File: src/core/atx_defs.vh
// Constants for the pass-through command block executor
// ==========================================================
`ifndef ATX_DEFS_VH
`define ATX_DEFS_VH
// ==========================================================
// Register byte addresses
`define ATX_ADDR_CTRL 6'h00
`define ATX_ADDR_STATUS 6'h04
`define ATX_ADDR_SIG 6'h08
`define ATX_ADDR_FLAGS 6'h0C
`define ATX_ADDR_CB0 6'h10
`define ATX_ADDR_CB1 6'h14
`define ATX_ADDR_CB2 6'h18
`define ATX_ADDR_CB3 6'h1C
`define ATX_ADDR_RB0 6'h20
`define ATX_ADDR_RB1 6'h24
// ==========================================================
// Field positions
`define ATX_CTRL_START 0
`define ATX_CTRL_LUNDRV 1
`define ATX_ACT_IDENT 7
`define ATX_ACT_UDMA 6
`define ATX_ACT_DRVSRC 5
`define ATX_ACT_DERR 4
`define ATX_ACT_PERR 3
`define ATX_ACT_NOPOLL 2
`define ATX_ACT_LATE 1
`define ATX_ACT_RBONLY 0
`define ATX_FLAG_DIR 7
`define ATX_DEV_BIT 4
`define ATX_BSY_BIT 7
// ==========================================================
// Command block layout and codes
`define ATX_SUBCMD 8'h24
`define ATX_CB_SIG 4'h0
`define ATX_CB_SUB 4'h1
`define ATX_CB_ACT 4'h2
`define ATX_CB_MASK 4'h3
`define ATX_CB_COUNT 4'h4
`define ATX_CB_WR0 4'h5
`define ATX_TF_ALT 3'h0
`define ATX_TF_DEV 3'h6
`define ATX_TF_COUNT 4'h8
`define ATX_FULL_BLOCK 9'h100
`define ATX_SIG_RESET 8'h00
`define ATX_RESP_OK 2'h0
`define ATX_RESP_ERR 2'h2
`endif

File: src/core/atx_ata_block_executor.v
// Pass-through command block executor with AXI4-Lite register access
`timescale 1ns/100ps
`include "atx_defs.vh"
module atx_ata_block_executor (
  // Clock, reset, enable
  input wire refClk,
  input wire reset,
  input wire clkEn,
  // AXI4-Lite slave
  input wire [5:0] s_axi_awaddr,
  input wire s_axi_awvalid,
  output reg s_axi_awready,
  input wire [31:0] s_axi_wdata,
  input wire [3:0] s_axi_wstrb,
  input wire s_axi_wvalid,
  output reg s_axi_wready,
  output reg [1:0] s_axi_bresp,
  output reg s_axi_bvalid,
  input wire s_axi_bready,
  input wire [5:0] s_axi_araddr,
  input wire s_axi_arvalid,
  output reg s_axi_arready,
  output reg [31:0] s_axi_rdata,
  output reg [1:0] s_axi_rresp,
  output reg s_axi_rvalid,
  input wire s_axi_rready,
  // Task-file access port to the drive bus engine
  output reg taskReq,
  output reg taskWrite,
  output reg [2:0] taskIndex,
  output reg [7:0] taskWrData,
  input wire [7:0] taskRdData,
  input wire taskAck,
  // Data phase engine
  output reg xferStart,
  output reg xferUdma,
  output reg xferIdentify,
  output reg xferDirIn,
  output reg [8:0] xferBlocks,
  output reg xferAbort,
  input wire xferDone,
  input wire driveError,
  input wire phaseError,
  // Hand-off to the ordinary mass-storage path
  output reg ordinaryCmd
);

  // ==========================================================
  // Sequencer states
  localparam [7:0] S_IDLE = 8'h01;
  localparam [7:0] S_CHECK = 8'h02;
  localparam [7:0] S_POLL = 8'h04;
  localparam [7:0] S_EARLY = 8'h08;
  localparam [7:0] S_REGS = 8'h10;
  localparam [7:0] S_LATE = 8'h20;
  localparam [7:0] S_XFER = 8'h40;
  localparam [7:0] S_END = 8'h80;

  reg [7:0] state;
  reg [3:0] idx;
  reg [127:0] cmdBlock;
  reg [7:0] sigByte;
  reg [7:0] flagsByte;
  reg lunDrive;
  reg [63:0] readback;
  reg stBusy, stDone, stFail, stOrdinary, stDrvErr, stPhaseErr;
  reg startReq;
  reg [5:0] awAddr;
  reg awHeld, wHeld;
  reg [31:0] wData;
  reg [3:0] wStrb;

  // ==========================================================
  // Decoding helpers
  function [7:0] cbByte;
    input [127:0] blk;
    input [3:0] n;
    begin
      cbByte = blk[{n, 3'h0} +: 8];
    end
  endfunction

  function [31:0] mergeWord;
    input [31:0] old;
    input [31:0] data;
    input [3:0] strb;
    integer b;
    begin
      mergeWord = old;
      for (b = 0; b < 4; b = b + 1) begin
        if (strb[b]) begin
          mergeWord[b*8 +: 8] = data[b*8 +: 8];
        end
      end
    end
  endfunction

  wire [7:0] actByte = cbByte(cmdBlock, `ATX_CB_ACT);
  wire [7:0] maskByte = cbByte(cmdBlock, `ATX_CB_MASK);
  wire [7:0] countByte = cbByte(cmdBlock, `ATX_CB_COUNT);
  wire rbOnly = actByte[`ATX_ACT_RBONLY];
  wire lateSel = actByte[`ATX_ACT_LATE];
  // Zero or a single set bit: the only block sizes the data engine supports
  wire countLegal = (countByte & (countByte - 8'h01)) == 8'h00;
  wire sigOk = cbByte(cmdBlock, `ATX_CB_SIG) == sigByte;
  wire subOk = cbByte(cmdBlock, `ATX_CB_SUB) == `ATX_SUBCMD;

  // ==========================================================
  // Which task-file access the current state needs
  reg accNeed;
  reg [2:0] accIdx;
  reg [7:0] accData;
  reg [7:0] devByte;
  always @* begin
    accNeed = 1'b0;
    accIdx = idx[2:0];
    devByte = cbByte(cmdBlock, `ATX_CB_WR0 + {1'b0, `ATX_TF_DEV});
    if (!actByte[`ATX_ACT_DRVSRC]) begin
      devByte[`ATX_DEV_BIT] = lunDrive;
    end
    case (state)
      S_POLL: begin
        accNeed = 1'b1;
        accIdx = `ATX_TF_ALT;
      end
      S_EARLY: begin
        accNeed = !rbOnly && !lateSel && maskByte[`ATX_TF_DEV];
        accIdx = `ATX_TF_DEV;
      end
      S_REGS: begin
        // Device register is handled by the early or late step on writes
        accNeed = !idx[3] && maskByte[idx[2:0]] && (rbOnly || idx[2:0] != `ATX_TF_DEV);
      end
      S_LATE: begin
        accNeed = !rbOnly && lateSel && maskByte[`ATX_TF_DEV];
        accIdx = `ATX_TF_DEV;
      end
      default: begin
        accNeed = 1'b0;
      end
    endcase
    if (accIdx == `ATX_TF_DEV) begin
      accData = devByte;
    end else begin
      accData = cbByte(cmdBlock, `ATX_CB_WR0 + {1'b0, accIdx});
    end
  end

  wire accState = (state == S_POLL) || (state == S_EARLY) || (state == S_REGS) || (state == S_LATE);
  wire stepDone = accState && (!accNeed || (taskReq && taskAck));

  // ==========================================================
  // Sequencer
  always @(posedge refClk) begin
    if (reset) begin
      state <= S_IDLE;
      idx <= 4'h0;
      taskReq <= 1'b0;
      taskWrite <= 1'b0;
      taskIndex <= 3'h0;
      taskWrData <= 8'h00;
      xferStart <= 1'b0;
      xferUdma <= 1'b0;
      xferIdentify <= 1'b0;
      xferDirIn <= 1'b0;
      xferBlocks <= 9'h000;
      xferAbort <= 1'b0;
      ordinaryCmd <= 1'b0;
      readback <= 64'h0;
      stBusy <= 1'b0;
      stDone <= 1'b0;
      stFail <= 1'b0;
      stOrdinary <= 1'b0;
      stDrvErr <= 1'b0;
      stPhaseErr <= 1'b0;
    end else if (clkEn) begin
      xferStart <= 1'b0;
      xferAbort <= 1'b0;
      ordinaryCmd <= 1'b0;
      if (accState && accNeed && !taskReq) begin
        taskReq <= 1'b1;
        taskWrite <= !rbOnly && state != S_POLL;
        taskIndex <= accIdx;
        taskWrData <= accData;
      end else if (taskReq && taskAck) begin
        taskReq <= 1'b0;
      end
      case (state)
        S_IDLE: begin
          if (startReq) begin
            state <= S_CHECK;
            stBusy <= 1'b1;
            {stDone, stFail, stOrdinary, stDrvErr, stPhaseErr} <= 5'h00;
            readback <= 64'h0;
          end
        end
        S_CHECK: begin
          idx <= 4'h0;
          if (!(sigOk && subOk)) begin
            // Not ours: pass it on and stay out of the drive bus
            ordinaryCmd <= 1'b1;
            stOrdinary <= 1'b1;
            stBusy <= 1'b0;
            state <= S_IDLE;
          end else if (!countLegal) begin
            stFail <= 1'b1;
            state <= S_END;
          end else if (actByte[`ATX_ACT_NOPOLL]) begin
            state <= S_EARLY;
          end else begin
            state <= S_POLL;
          end
        end
        S_POLL: begin
          if (stepDone && !taskRdData[`ATX_BSY_BIT]) begin
            state <= S_EARLY;
          end
        end
        S_EARLY: begin
          if (stepDone) begin
            state <= S_REGS;
          end
        end
        S_REGS: begin
          if (idx[3]) begin
            state <= S_LATE;
          end else if (stepDone) begin
            if (rbOnly && accNeed) begin
              readback[{idx[2:0], 3'h0} +: 8] <= taskRdData;
            end
            idx <= idx + 4'h1;
          end
        end
        S_LATE: begin
          if (stepDone) begin
            if (rbOnly) begin
              state <= S_END;
            end else begin
              state <= S_XFER;
              xferStart <= 1'b1;
              xferUdma <= actByte[`ATX_ACT_UDMA];
              xferIdentify <= actByte[`ATX_ACT_IDENT];
              xferDirIn <= flagsByte[`ATX_FLAG_DIR];
              xferBlocks <= (countByte == 8'h00) ? `ATX_FULL_BLOCK : {1'b0, countByte};
            end
          end
        end
        S_XFER: begin
          if (driveError) begin
            stDrvErr <= 1'b1;
          end
          if (phaseError) begin
            stPhaseErr <= 1'b1;
          end
          if (xferDone) begin
            state <= S_END;
          end else if ((driveError && !actByte[`ATX_ACT_DERR])
                       || (phaseError && !actByte[`ATX_ACT_PERR])) begin
            xferAbort <= 1'b1;
            stFail <= 1'b1;
            state <= S_END;
          end
        end
        S_END: begin
          stBusy <= 1'b0;
          stDone <= 1'b1;
          state <= S_IDLE;
        end
        default: begin
          state <= S_IDLE;
        end
      endcase
    end
  end

  // ==========================================================
  // AXI4-Lite slave
  always @(posedge refClk) begin
    if (reset) begin
      s_axi_awready <= 1'b1;
      s_axi_wready <= 1'b1;
      s_axi_bvalid <= 1'b0;
      s_axi_bresp <= `ATX_RESP_OK;
      s_axi_arready <= 1'b1;
      s_axi_rvalid <= 1'b0;
      s_axi_rdata <= 32'h0;
      s_axi_rresp <= `ATX_RESP_OK;
      awHeld <= 1'b0;
      wHeld <= 1'b0;
      awAddr <= 6'h00;
      wData <= 32'h0;
      wStrb <= 4'h0;
      cmdBlock <= 128'h0;
      sigByte <= `ATX_SIG_RESET;
      flagsByte <= 8'h00;
      lunDrive <= 1'b0;
      startReq <= 1'b0;
    end else if (clkEn) begin
      if (state == S_CHECK) begin
        startReq <= 1'b0;
      end
      if (s_axi_awvalid && s_axi_awready) begin
        awAddr <= s_axi_awaddr;
        awHeld <= 1'b1;
        s_axi_awready <= 1'b0;
      end
      if (s_axi_wvalid && s_axi_wready) begin
        wData <= s_axi_wdata;
        wStrb <= s_axi_wstrb;
        wHeld <= 1'b1;
        s_axi_wready <= 1'b0;
      end
      if (awHeld && wHeld && !s_axi_bvalid) begin
        s_axi_bvalid <= 1'b1;
        s_axi_bresp <= `ATX_RESP_OK;
        awHeld <= 1'b0;
        wHeld <= 1'b0;
        // Command block stays frozen while the sequencer reads it
        case ({awAddr[5:2], 2'b00})
          `ATX_ADDR_CTRL: begin
            if (wStrb[0]) begin
              lunDrive <= wData[`ATX_CTRL_LUNDRV];
              if (wData[`ATX_CTRL_START] && !stBusy) begin
                startReq <= 1'b1;
              end
            end
          end
          `ATX_ADDR_STATUS: begin
            s_axi_bresp <= `ATX_RESP_OK;
          end
          `ATX_ADDR_SIG: begin
            if (wStrb[0]) begin
              sigByte <= wData[7:0];
            end
          end
          `ATX_ADDR_FLAGS: begin
            if (wStrb[0]) begin
              flagsByte <= wData[7:0];
            end
          end
          `ATX_ADDR_CB0, `ATX_ADDR_CB1, `ATX_ADDR_CB2, `ATX_ADDR_CB3: begin
            if (!stBusy) begin
              cmdBlock[{awAddr[3:2], 5'h00} +: 32] <= mergeWord(cmdBlock[{awAddr[3:2], 5'h00} +: 32], wData, wStrb);
            end
          end
          `ATX_ADDR_RB0, `ATX_ADDR_RB1: begin
            s_axi_bresp <= `ATX_RESP_OK;
          end
          default: begin
            s_axi_bresp <= `ATX_RESP_ERR;
          end
        endcase
      end
      if (s_axi_bvalid && s_axi_bready) begin
        s_axi_bvalid <= 1'b0;
        s_axi_awready <= 1'b1;
        s_axi_wready <= 1'b1;
      end
      if (s_axi_arvalid && s_axi_arready) begin
        s_axi_arready <= 1'b0;
        s_axi_rvalid <= 1'b1;
        s_axi_rresp <= `ATX_RESP_OK;
        case ({s_axi_araddr[5:2], 2'b00})
          `ATX_ADDR_CTRL: s_axi_rdata <= {30'h0, lunDrive, 1'b0};
          `ATX_ADDR_STATUS: s_axi_rdata <= {26'h0, stPhaseErr, stDrvErr, stOrdinary, stFail, stDone, stBusy};
          `ATX_ADDR_SIG: s_axi_rdata <= {24'h0, sigByte};
          `ATX_ADDR_FLAGS: s_axi_rdata <= {24'h0, flagsByte};
          `ATX_ADDR_CB0, `ATX_ADDR_CB1, `ATX_ADDR_CB2, `ATX_ADDR_CB3: begin
            s_axi_rdata <= cmdBlock[{s_axi_araddr[3:2], 5'h00} +: 32];
          end
          `ATX_ADDR_RB0: s_axi_rdata <= readback[31:0];
          `ATX_ADDR_RB1: s_axi_rdata <= readback[63:32];
          default: begin
            s_axi_rdata <= 32'h0;
            s_axi_rresp <= `ATX_RESP_ERR;
          end
        endcase
      end
      if (s_axi_rvalid && s_axi_rready) begin
        s_axi_rvalid <= 1'b0;
        s_axi_arready <= 1'b1;
      end
    end
  end

endmodule // atx_ata_block_executor

File: config.mk
export PLATFORM = sky130hd
export DESIGN_NAME = atx_ata_block_executor
export DESIGN_NICKNAME = d
export VERILOG_FILES = /design/src/core/atx_ata_block_executor.v
export VERILOG_INCLUDE_DIRS = /design/src /design/src/core
export SDC_FILE = /design/constraint.sdc
export NUM_CORES = 1
export LEC_CHECK = 0
export BUFFER_PORTS_ARGS = -buffer_cell sky130_fd_sc_hd__buf_4
export CORE_MARGIN = 2
export CORE_UTILIZATION = 57
export CTS_CLUSTER_SIZE = 40
export DETAILED_ROUTE_END_ITERATION = 10
export GPL_TIMING_DRIVEN = 0
export PLACE_DENSITY = 0.77
export REMOVE_ABC_BUFFERS = 1
export SLEW_MARGIN = 40
export SYNTH_ARGS = -nofsm -noshare
export SYNTH_HDL_FRONTEND = slang
export SYNTH_SLANG_ARGS = --single-unit
File: constraint.sdc
create_clock -name refClk -period 4.6 [get_ports refClk]
set_clock_uncertainty 0.15 [all_clocks]
set_input_delay 0.23 -clock refClk [delete_from_list [all_inputs] [get_ports refClk]]
set_output_delay 0.23 -clock refClk [all_outputs]
set_load 0.03 [all_outputs]
==> out/metrics.cfg, run 1 <==
[run_status]
status=finished clean

[synthesis]
synthCells=1710
synth_flop_cell=dfxtp_1
ys_warn_count=0
synthDistinctLibCells=78
ys_ff_latch=337
syn_avg_cell_area_sq_um=9.35
async_flop_share_pct=0
synth-edff-count=0
synth_area_sq_mm=0.0160
yosysSeqAreaShare_pct=42.2

[drt]
drtIter0Drc=2122
wirelength_um=50000
dr_total_vias=14900
postRouteAntennaNets=0
firstDrtPassIters=6
viasPerCell=6.64
drc_errors=0
route.detailed.wl_per_inst_um=22.3

[global_route]
antenna_found_initial=1
grt_use_met2_pct=52.7
grtUsageMet1_pct=45.7
grt_util_met3_pct=6.01
gr-total-overflow=0
grt_max_degree=97
grt_pass1_wl_um=77000
grt_pass1_vias=14000
grt_use_total_pct=33.4
top_usage_layer=met2

[setup_path]
crit_type=reg2reg
path_delay_family=simple AND/OR/NAND/NOR gates
r2r_cells=14
cp_common_cell=buf_2
arrival_ns=4.81
crit_slowest_cell=nor4_4
required_ns=4.90
end_kind=flop
cp_max_fo=27
slowest_delay_ns=0.63
crit_chain=buf_12 > inv_1 > ha_1 > nor4_1 > nor4_4 > nand2_2 > buf_16 > nor4b_2 > buf_2 > buf_2 > buf_2 > buf_2 > a22oi_1 > nor2_1
worstReg2RegStart=awAddr[2]
reg2reg_to=cbByte.blk[9]
r2r_slack_ns=0.09
start_kind=flop
crit_buf_inv=7

[finish]
fin_cells=2239
synthToLayoutAreaGrowth_pct=20.1
drive_gt1_share_pct=21.5
nNetsFinal=1914

[timing]
layout_setup_ws_ns=0.0932
post-route-period-util_pct=98.0
max_freq_ghz=0.222
setup_viol=0
slew_headroom_pct=42.1
worst_pin_slew_ns=0.868
hold_viol_final=0
maxSlewViolCount=0
finalCriticalPeriod_ns=4.51

[power_and_ir_drop]
p_total_mw=6.54
peakVddDrop_v=0.000246
power.density_mw_per_mm2=341
p_leak_nw=6.98

[place]
dp_slack_ns=0.000668
dp.cells=2115
place.gp.congestion=0.935
dp_hpwl_um=33900
port_buffers=130

[clock_tree]
clkTransAtPathRegs_ns=0.06
numCtsBuffers=36
clock_latency_ns=0.53
cts_sinks=337
cts_setup_buffers=0
cts_max_level=2
tritoncts=done
cts.path.max_buffers=3
root_buffer=clkbuf_16

[floorplan]
die_y_um=171
die_w_um=171
rows=61
start_util_pct=57.7
dieArea_sq_mm=0.0294
coreArea_sq_mm=0.0277
ios=137

[hold_path]
min_from=s_axi_arvalid
worst_hold_path.num_cells=4
holdPathEnd=s_axi_rresp[1]
hold_path_class=in2reg

[job]
drv_cap=0

[metrics by stage]
step / TNS (ns) / cell area (sq um) / hold slack, ns / utilization, %
floorplan: -147.80 / 15400 / 0.145 / -
global placement: -694.78 / 16800 / 0.285 / 60.8
detailed placement: 0 / 17400 / 0.291 / 62.7
CTS: -0.0249 / 19200 / 0.0208 / 69.1
global route: -0.773 / 19200 / 0.0535 / 69.3
finish: 0 / 19200 / 0.0163 / 69.3
[layer usage]
layer / share of wire [%] / vias up
met5: 0 / -
li1: - / 6652
met3: 11 / 136
met1: 40 / 7221
met4: 3.9 / 0
met2: 45 / 869
[worst max-delay path by stage]
stage	start	to	slack, ns	cells after the start
5_1_grt	awAddr[2]	cbByte.blk[9]	-0.12	14
3_3_place_gp	awAddr[3]	cbByte.blk[24]	-5.97	7
4_1_cts	awAddr[2]	cbByte.blk[104]	-0.01	13
3_5_place_dp	awAddr[2]	cbByte.blk[104]	0.0007	13
2_1_floorplan	awAddr[3]	cbByte.blk[64]	-1.51	7
6_report	awAddr[2]	cbByte.blk[9]	0.09	14
[kinds of logic after synthesis]
family          Yosys count  share of synthesized area (%)
simple gates            577                           17.0
compound gates          467                           20.9
flops                   337                           42.2
buf+inv                 169                           4.27
mux                     134                           13.9
fa+ha+maj                15                           1.14
xor+xnor                 10                          0.548
other cells               1                         0.0235
[report_power, final]
part           switching [mW]  internal, mW  leakage, nW  total (mW)
clock network            1.20          1.78        0.602        2.98
logic                   0.339         0.211         3.66       0.549
registers              0.0596          2.96         2.72        3.02
[sequential cells by signal (all words and copies together) (netlist names), 3 cells and up]
signal       flops
xferBlocks       9
idx              4
taskWrData       8
wStrb            4
state            8
sigByte          8
readback        64
flagsByte        8
cbByte.blk     128
wData           32
awAddr           4
taskIndex        3
s_axi_rdata     32
[synth_stat cells (3+ instances only)]
library cell	n	area share (%)
dfxtp_1	337	42
nor2_1	225	5.3
nand2_1	168	3.9
a22oi_1	132	6.2
a21oi_1	131	4.1
clkbuf_1	113	2.7
mux4_2	66	9.3
nand3_1	53	1.7
mux2_2	45	3.2
a222oi_1	32	2.0
a22o_1	26	1.4
mux2i_1	23	1.4
inv_1	22	0.52
nor4_1	18	0.70
o21ai_1	18	0.56
nand4_1	17	0.67
o21ai_0	17	0.53
a31oi_1	16	0.63
nand2b_1	16	0.63
buf_2	15	0.47
buf_1	13	0.31
ha_1	13	1.0
o31ai_1	13	0.61
nand3b_1	11	0.52
o22ai_1	11	0.43
xor2_1	10	0.55
nor3_1	9	0.28
o2111ai_1	9	0.49
or3_1	9	0.35
nor4b_1	8	0.44
o2bb2ai_1	8	0.44
and3_1	7	0.27
o221a_2	6	0.42
a211oi_1	5	0.23
a311oi_2	5	0.47
nor2b_1	5	0.20
a311oi_1	4	0.22
and4b_1	4	0.25
buf_4	4	0.19
nand4b_1	4	0.22
o21a_1	4	0.19
and2_1	3	0.12
nor3b_1	3	0.14
nor4_2	3	0.23
nor4_4	3	0.40
[layout by cell type, fill, tap and decap left out, types with 21 or more instances in the layout]
master	synthesis	routed
mux2_2	45	45
dlygate4sd3_1	0	58
clkbuf_16	0	37
a222oi_1	32	32
a22oi_1	132	132
mux4_2	66	66
mux2i_1	23	23
nand3_1	53	51
a22o_1	26	26
nand2_1	168	162
buf_4	4	135
a21oi_1	131	131
buf_2	15	27
nor2_1	225	223
inv_1	22	21
dfxtp_1	337	335
[worst min-delay path, cell delays in order]
cell and delay [ns]:
buf_4 0.09, and3_1 0.19, o21ai_0 0.08, nor2_1 0.07
[timing repair]
item	CTS	global route
gates resized for setup	0	5
hold endpoints to repair	126	0
hold buffers	58	0
endpoints found under the setup margin	3	33
[final cells by class]
class / count / area [sq um]
Antenna cell: 1 / 2.50
Clock buffer: 53 / 1070
Clock inverter: 12 / 143
Fill cell: 2161 / 8500
Inverter: 22 / 82.6
Multi-Input combinational cell: 1205 / 8720
Sequential cell: 337 / 6750
Tap cell: 378 / 473
Timing Repair Buffer: 231 / 1960
(Power assumes the default switching activity.)
==> run 2: changes to the inputs <==
- clock period: 4.6 -> 5.1 ns (I/O delays scaled with it)
==> out/metrics.cfg, run 2 (synthesis results as in run 1) <==
[run_status]
status=finished clean

[clock_tree]
clock_latency_ns=0.53
post_cts_resized=0
tritoncts=done
root_buffer=clkbuf_16
clkTransAtPathRegs_ns=0.06
numCtsBuffers=36
cts_sinks=337
cts_max_level=2
cts.path.max_buffers=3

[global_route]
antenna_found_initial=1
grt_pass1_vias=14000
gr-total-overflow=0
grt_use_total_pct=33.4
grt_pass1_wl_um=77000
grt_max_degree=97

[hold_path]
worst_hold_path.num_cells=4
hold_path_class=in2reg

[timing]
setup_viol=0
timing.setup.tns_ns=0
slew_headroom_pct=41.1
post-route-period-util_pct=92.4
rsz0062_at_grt=no
hold_viol_final=0
maxSlewViolCount=0
worst_pin_slew_ns=0.880
finalCriticalPeriod_ns=4.71
max_freq_ghz=0.212

[power_and_ir_drop]
p_seq_share_pct=46.1
p_total_mw=5.89
p_int_mw=4.46
swShare_pct=24.3
p_switching_mw=1.43
p_leak_nw=6.94
peakVddDrop_v=0.000222
power.density_mw_per_mm2=307
pwr-share-comb_pct=8.4
clockPowerShare_pct=45.5

[drt]
viasPerCell=6.68
dr_total_vias=14900
route.detailed.wl_per_inst_um=22.3
postRouteAntennaNets=0
drtIter0Drc=2151
firstDrtPassIters=7
drc_errors=0
wirelength_um=49900

[floorplan]
rows=61
start_util_pct=57.7
die_y_um=171
coreArea_sq_mm=0.0277
ios=137
die_w_um=171
dieArea_sq_mm=0.0294

[place]
placed_area_sq_mm=0.0174
place.gp.congestion=0.935
dp_hpwl_um=33900
port_buffers=130

[finish]
synthToLayoutAreaGrowth_pct=19.9
drive_gt1_share_pct=21.5
nNetsFinal=1914
fin_area_sq_mm=0.0192
final_common_cell=dfxtp_1
final_cell_mix=dfxtp_1 (335), nor2_1 (223), nand2_1 (162)
largest_reg_flops=128
fillers=2164

[setup_path]
start_kind=flop
crit_slowest_cell=nand2_2
slowest_delay_ns=0.65
end_kind=flop
required_ns=5.40
r2r_cells=13
arrival_ns=5.01
crit_chain=buf_12 > inv_1 > ha_1 > nor4_1 > nor4_2 > nand2_2 > nor4_2 > buf_2 > buf_2 > buf_2 > buf_2 > a22oi_1 > nor2_1
cp_max_fo=33
cp_common_cell=buf_2
crit_type=reg2reg

[job]
drv_cap=0

==> run 2: cell counts in the layout (fill, tap and decap cells not counted) <==
Identical to the previous run, type by type.
==> run 2: final timing paths <==
path | from | to | slack [ns]
hold / removal | s_axi_arvalid | s_axi_rresp[1] | 0.04
setup reg to reg | awAddr[2] | cbByte.blk[115] | 0.39
hold reg to reg | readback[21] | readback[21] | 0.30
setup / recovery | awAddr[2] | cbByte.blk[115] | 0.39
==> run 2: what timing repair did <==
item / in CTS / in global routing
endpoints found under the setup margin: 0 / 0
hold buffers: 58 / 0
endpoints found under the hold margin: 125 / 0
setup buffers: 0 / 0
==> run 2: power groups by stage <==
stage / sequential [mW] / combinational, mW / clock [mW]
6_report: 2.72 / 0.493 / 2.68
5_1_grt: 2.72 / 0.534 / 2.80
4_1_cts: 2.72 / 0.484 / 2.70
2_1_floorplan: 2.77 / 0.232 / 0
3_3_place_gp: 2.78 / 0.410 / 0
3_5_place_dp: 2.78 / 0.447 / 0
==> run 2: worst max-delay path, delay by kind of cell, from the launching register on <==
family	cells	cell delay, ns
and+or+nand+nor	5	2.16
DFF	1	0.41
buffers and inverters	6	1.29
adders and majority gates	1	0.51
AOI/OAI and AO/OA	1	0.08
==> run 2: final cells by class <==
class                   instances  area (sq um)  area share [%]
diodes                          1          2.50          0.0131
clock inverters                12           143           0.744
well taps                     378           473            2.47
repair buffers                231          1960            10.2
clock buffers                  53          1070            5.56
flip-flops and latches        337          6750            35.2
inverters                      22          82.6           0.431
multi-input cells            1205          8690            45.3
==> run 2: through the flow <==
stage	utilization (%)	hold slack (ns)	std cells	setup WS, ns
floorplan	-	0.170	1564	-1.01
global placement	60.8	0.285	2072	-5.47
detailed placement	62.7	0.291	2115	0.501
CTS	69.1	0.0458	2238	0.486
global route	69.2	0.0785	2238	0.155
finish	69.2	0.0434	2239	0.387
==> run 2: per-layer routing <==
layer	up-vias	wire length, um	share of wire (%)	GRT usage (%)
met5	-	0	0	0
met4	0	2050	4.1	13.0
met3	158	5320	11	6.01
met2	892	22600	45	52.7
met1	7240	19900	40	45.7
li1	6659	-	-	-
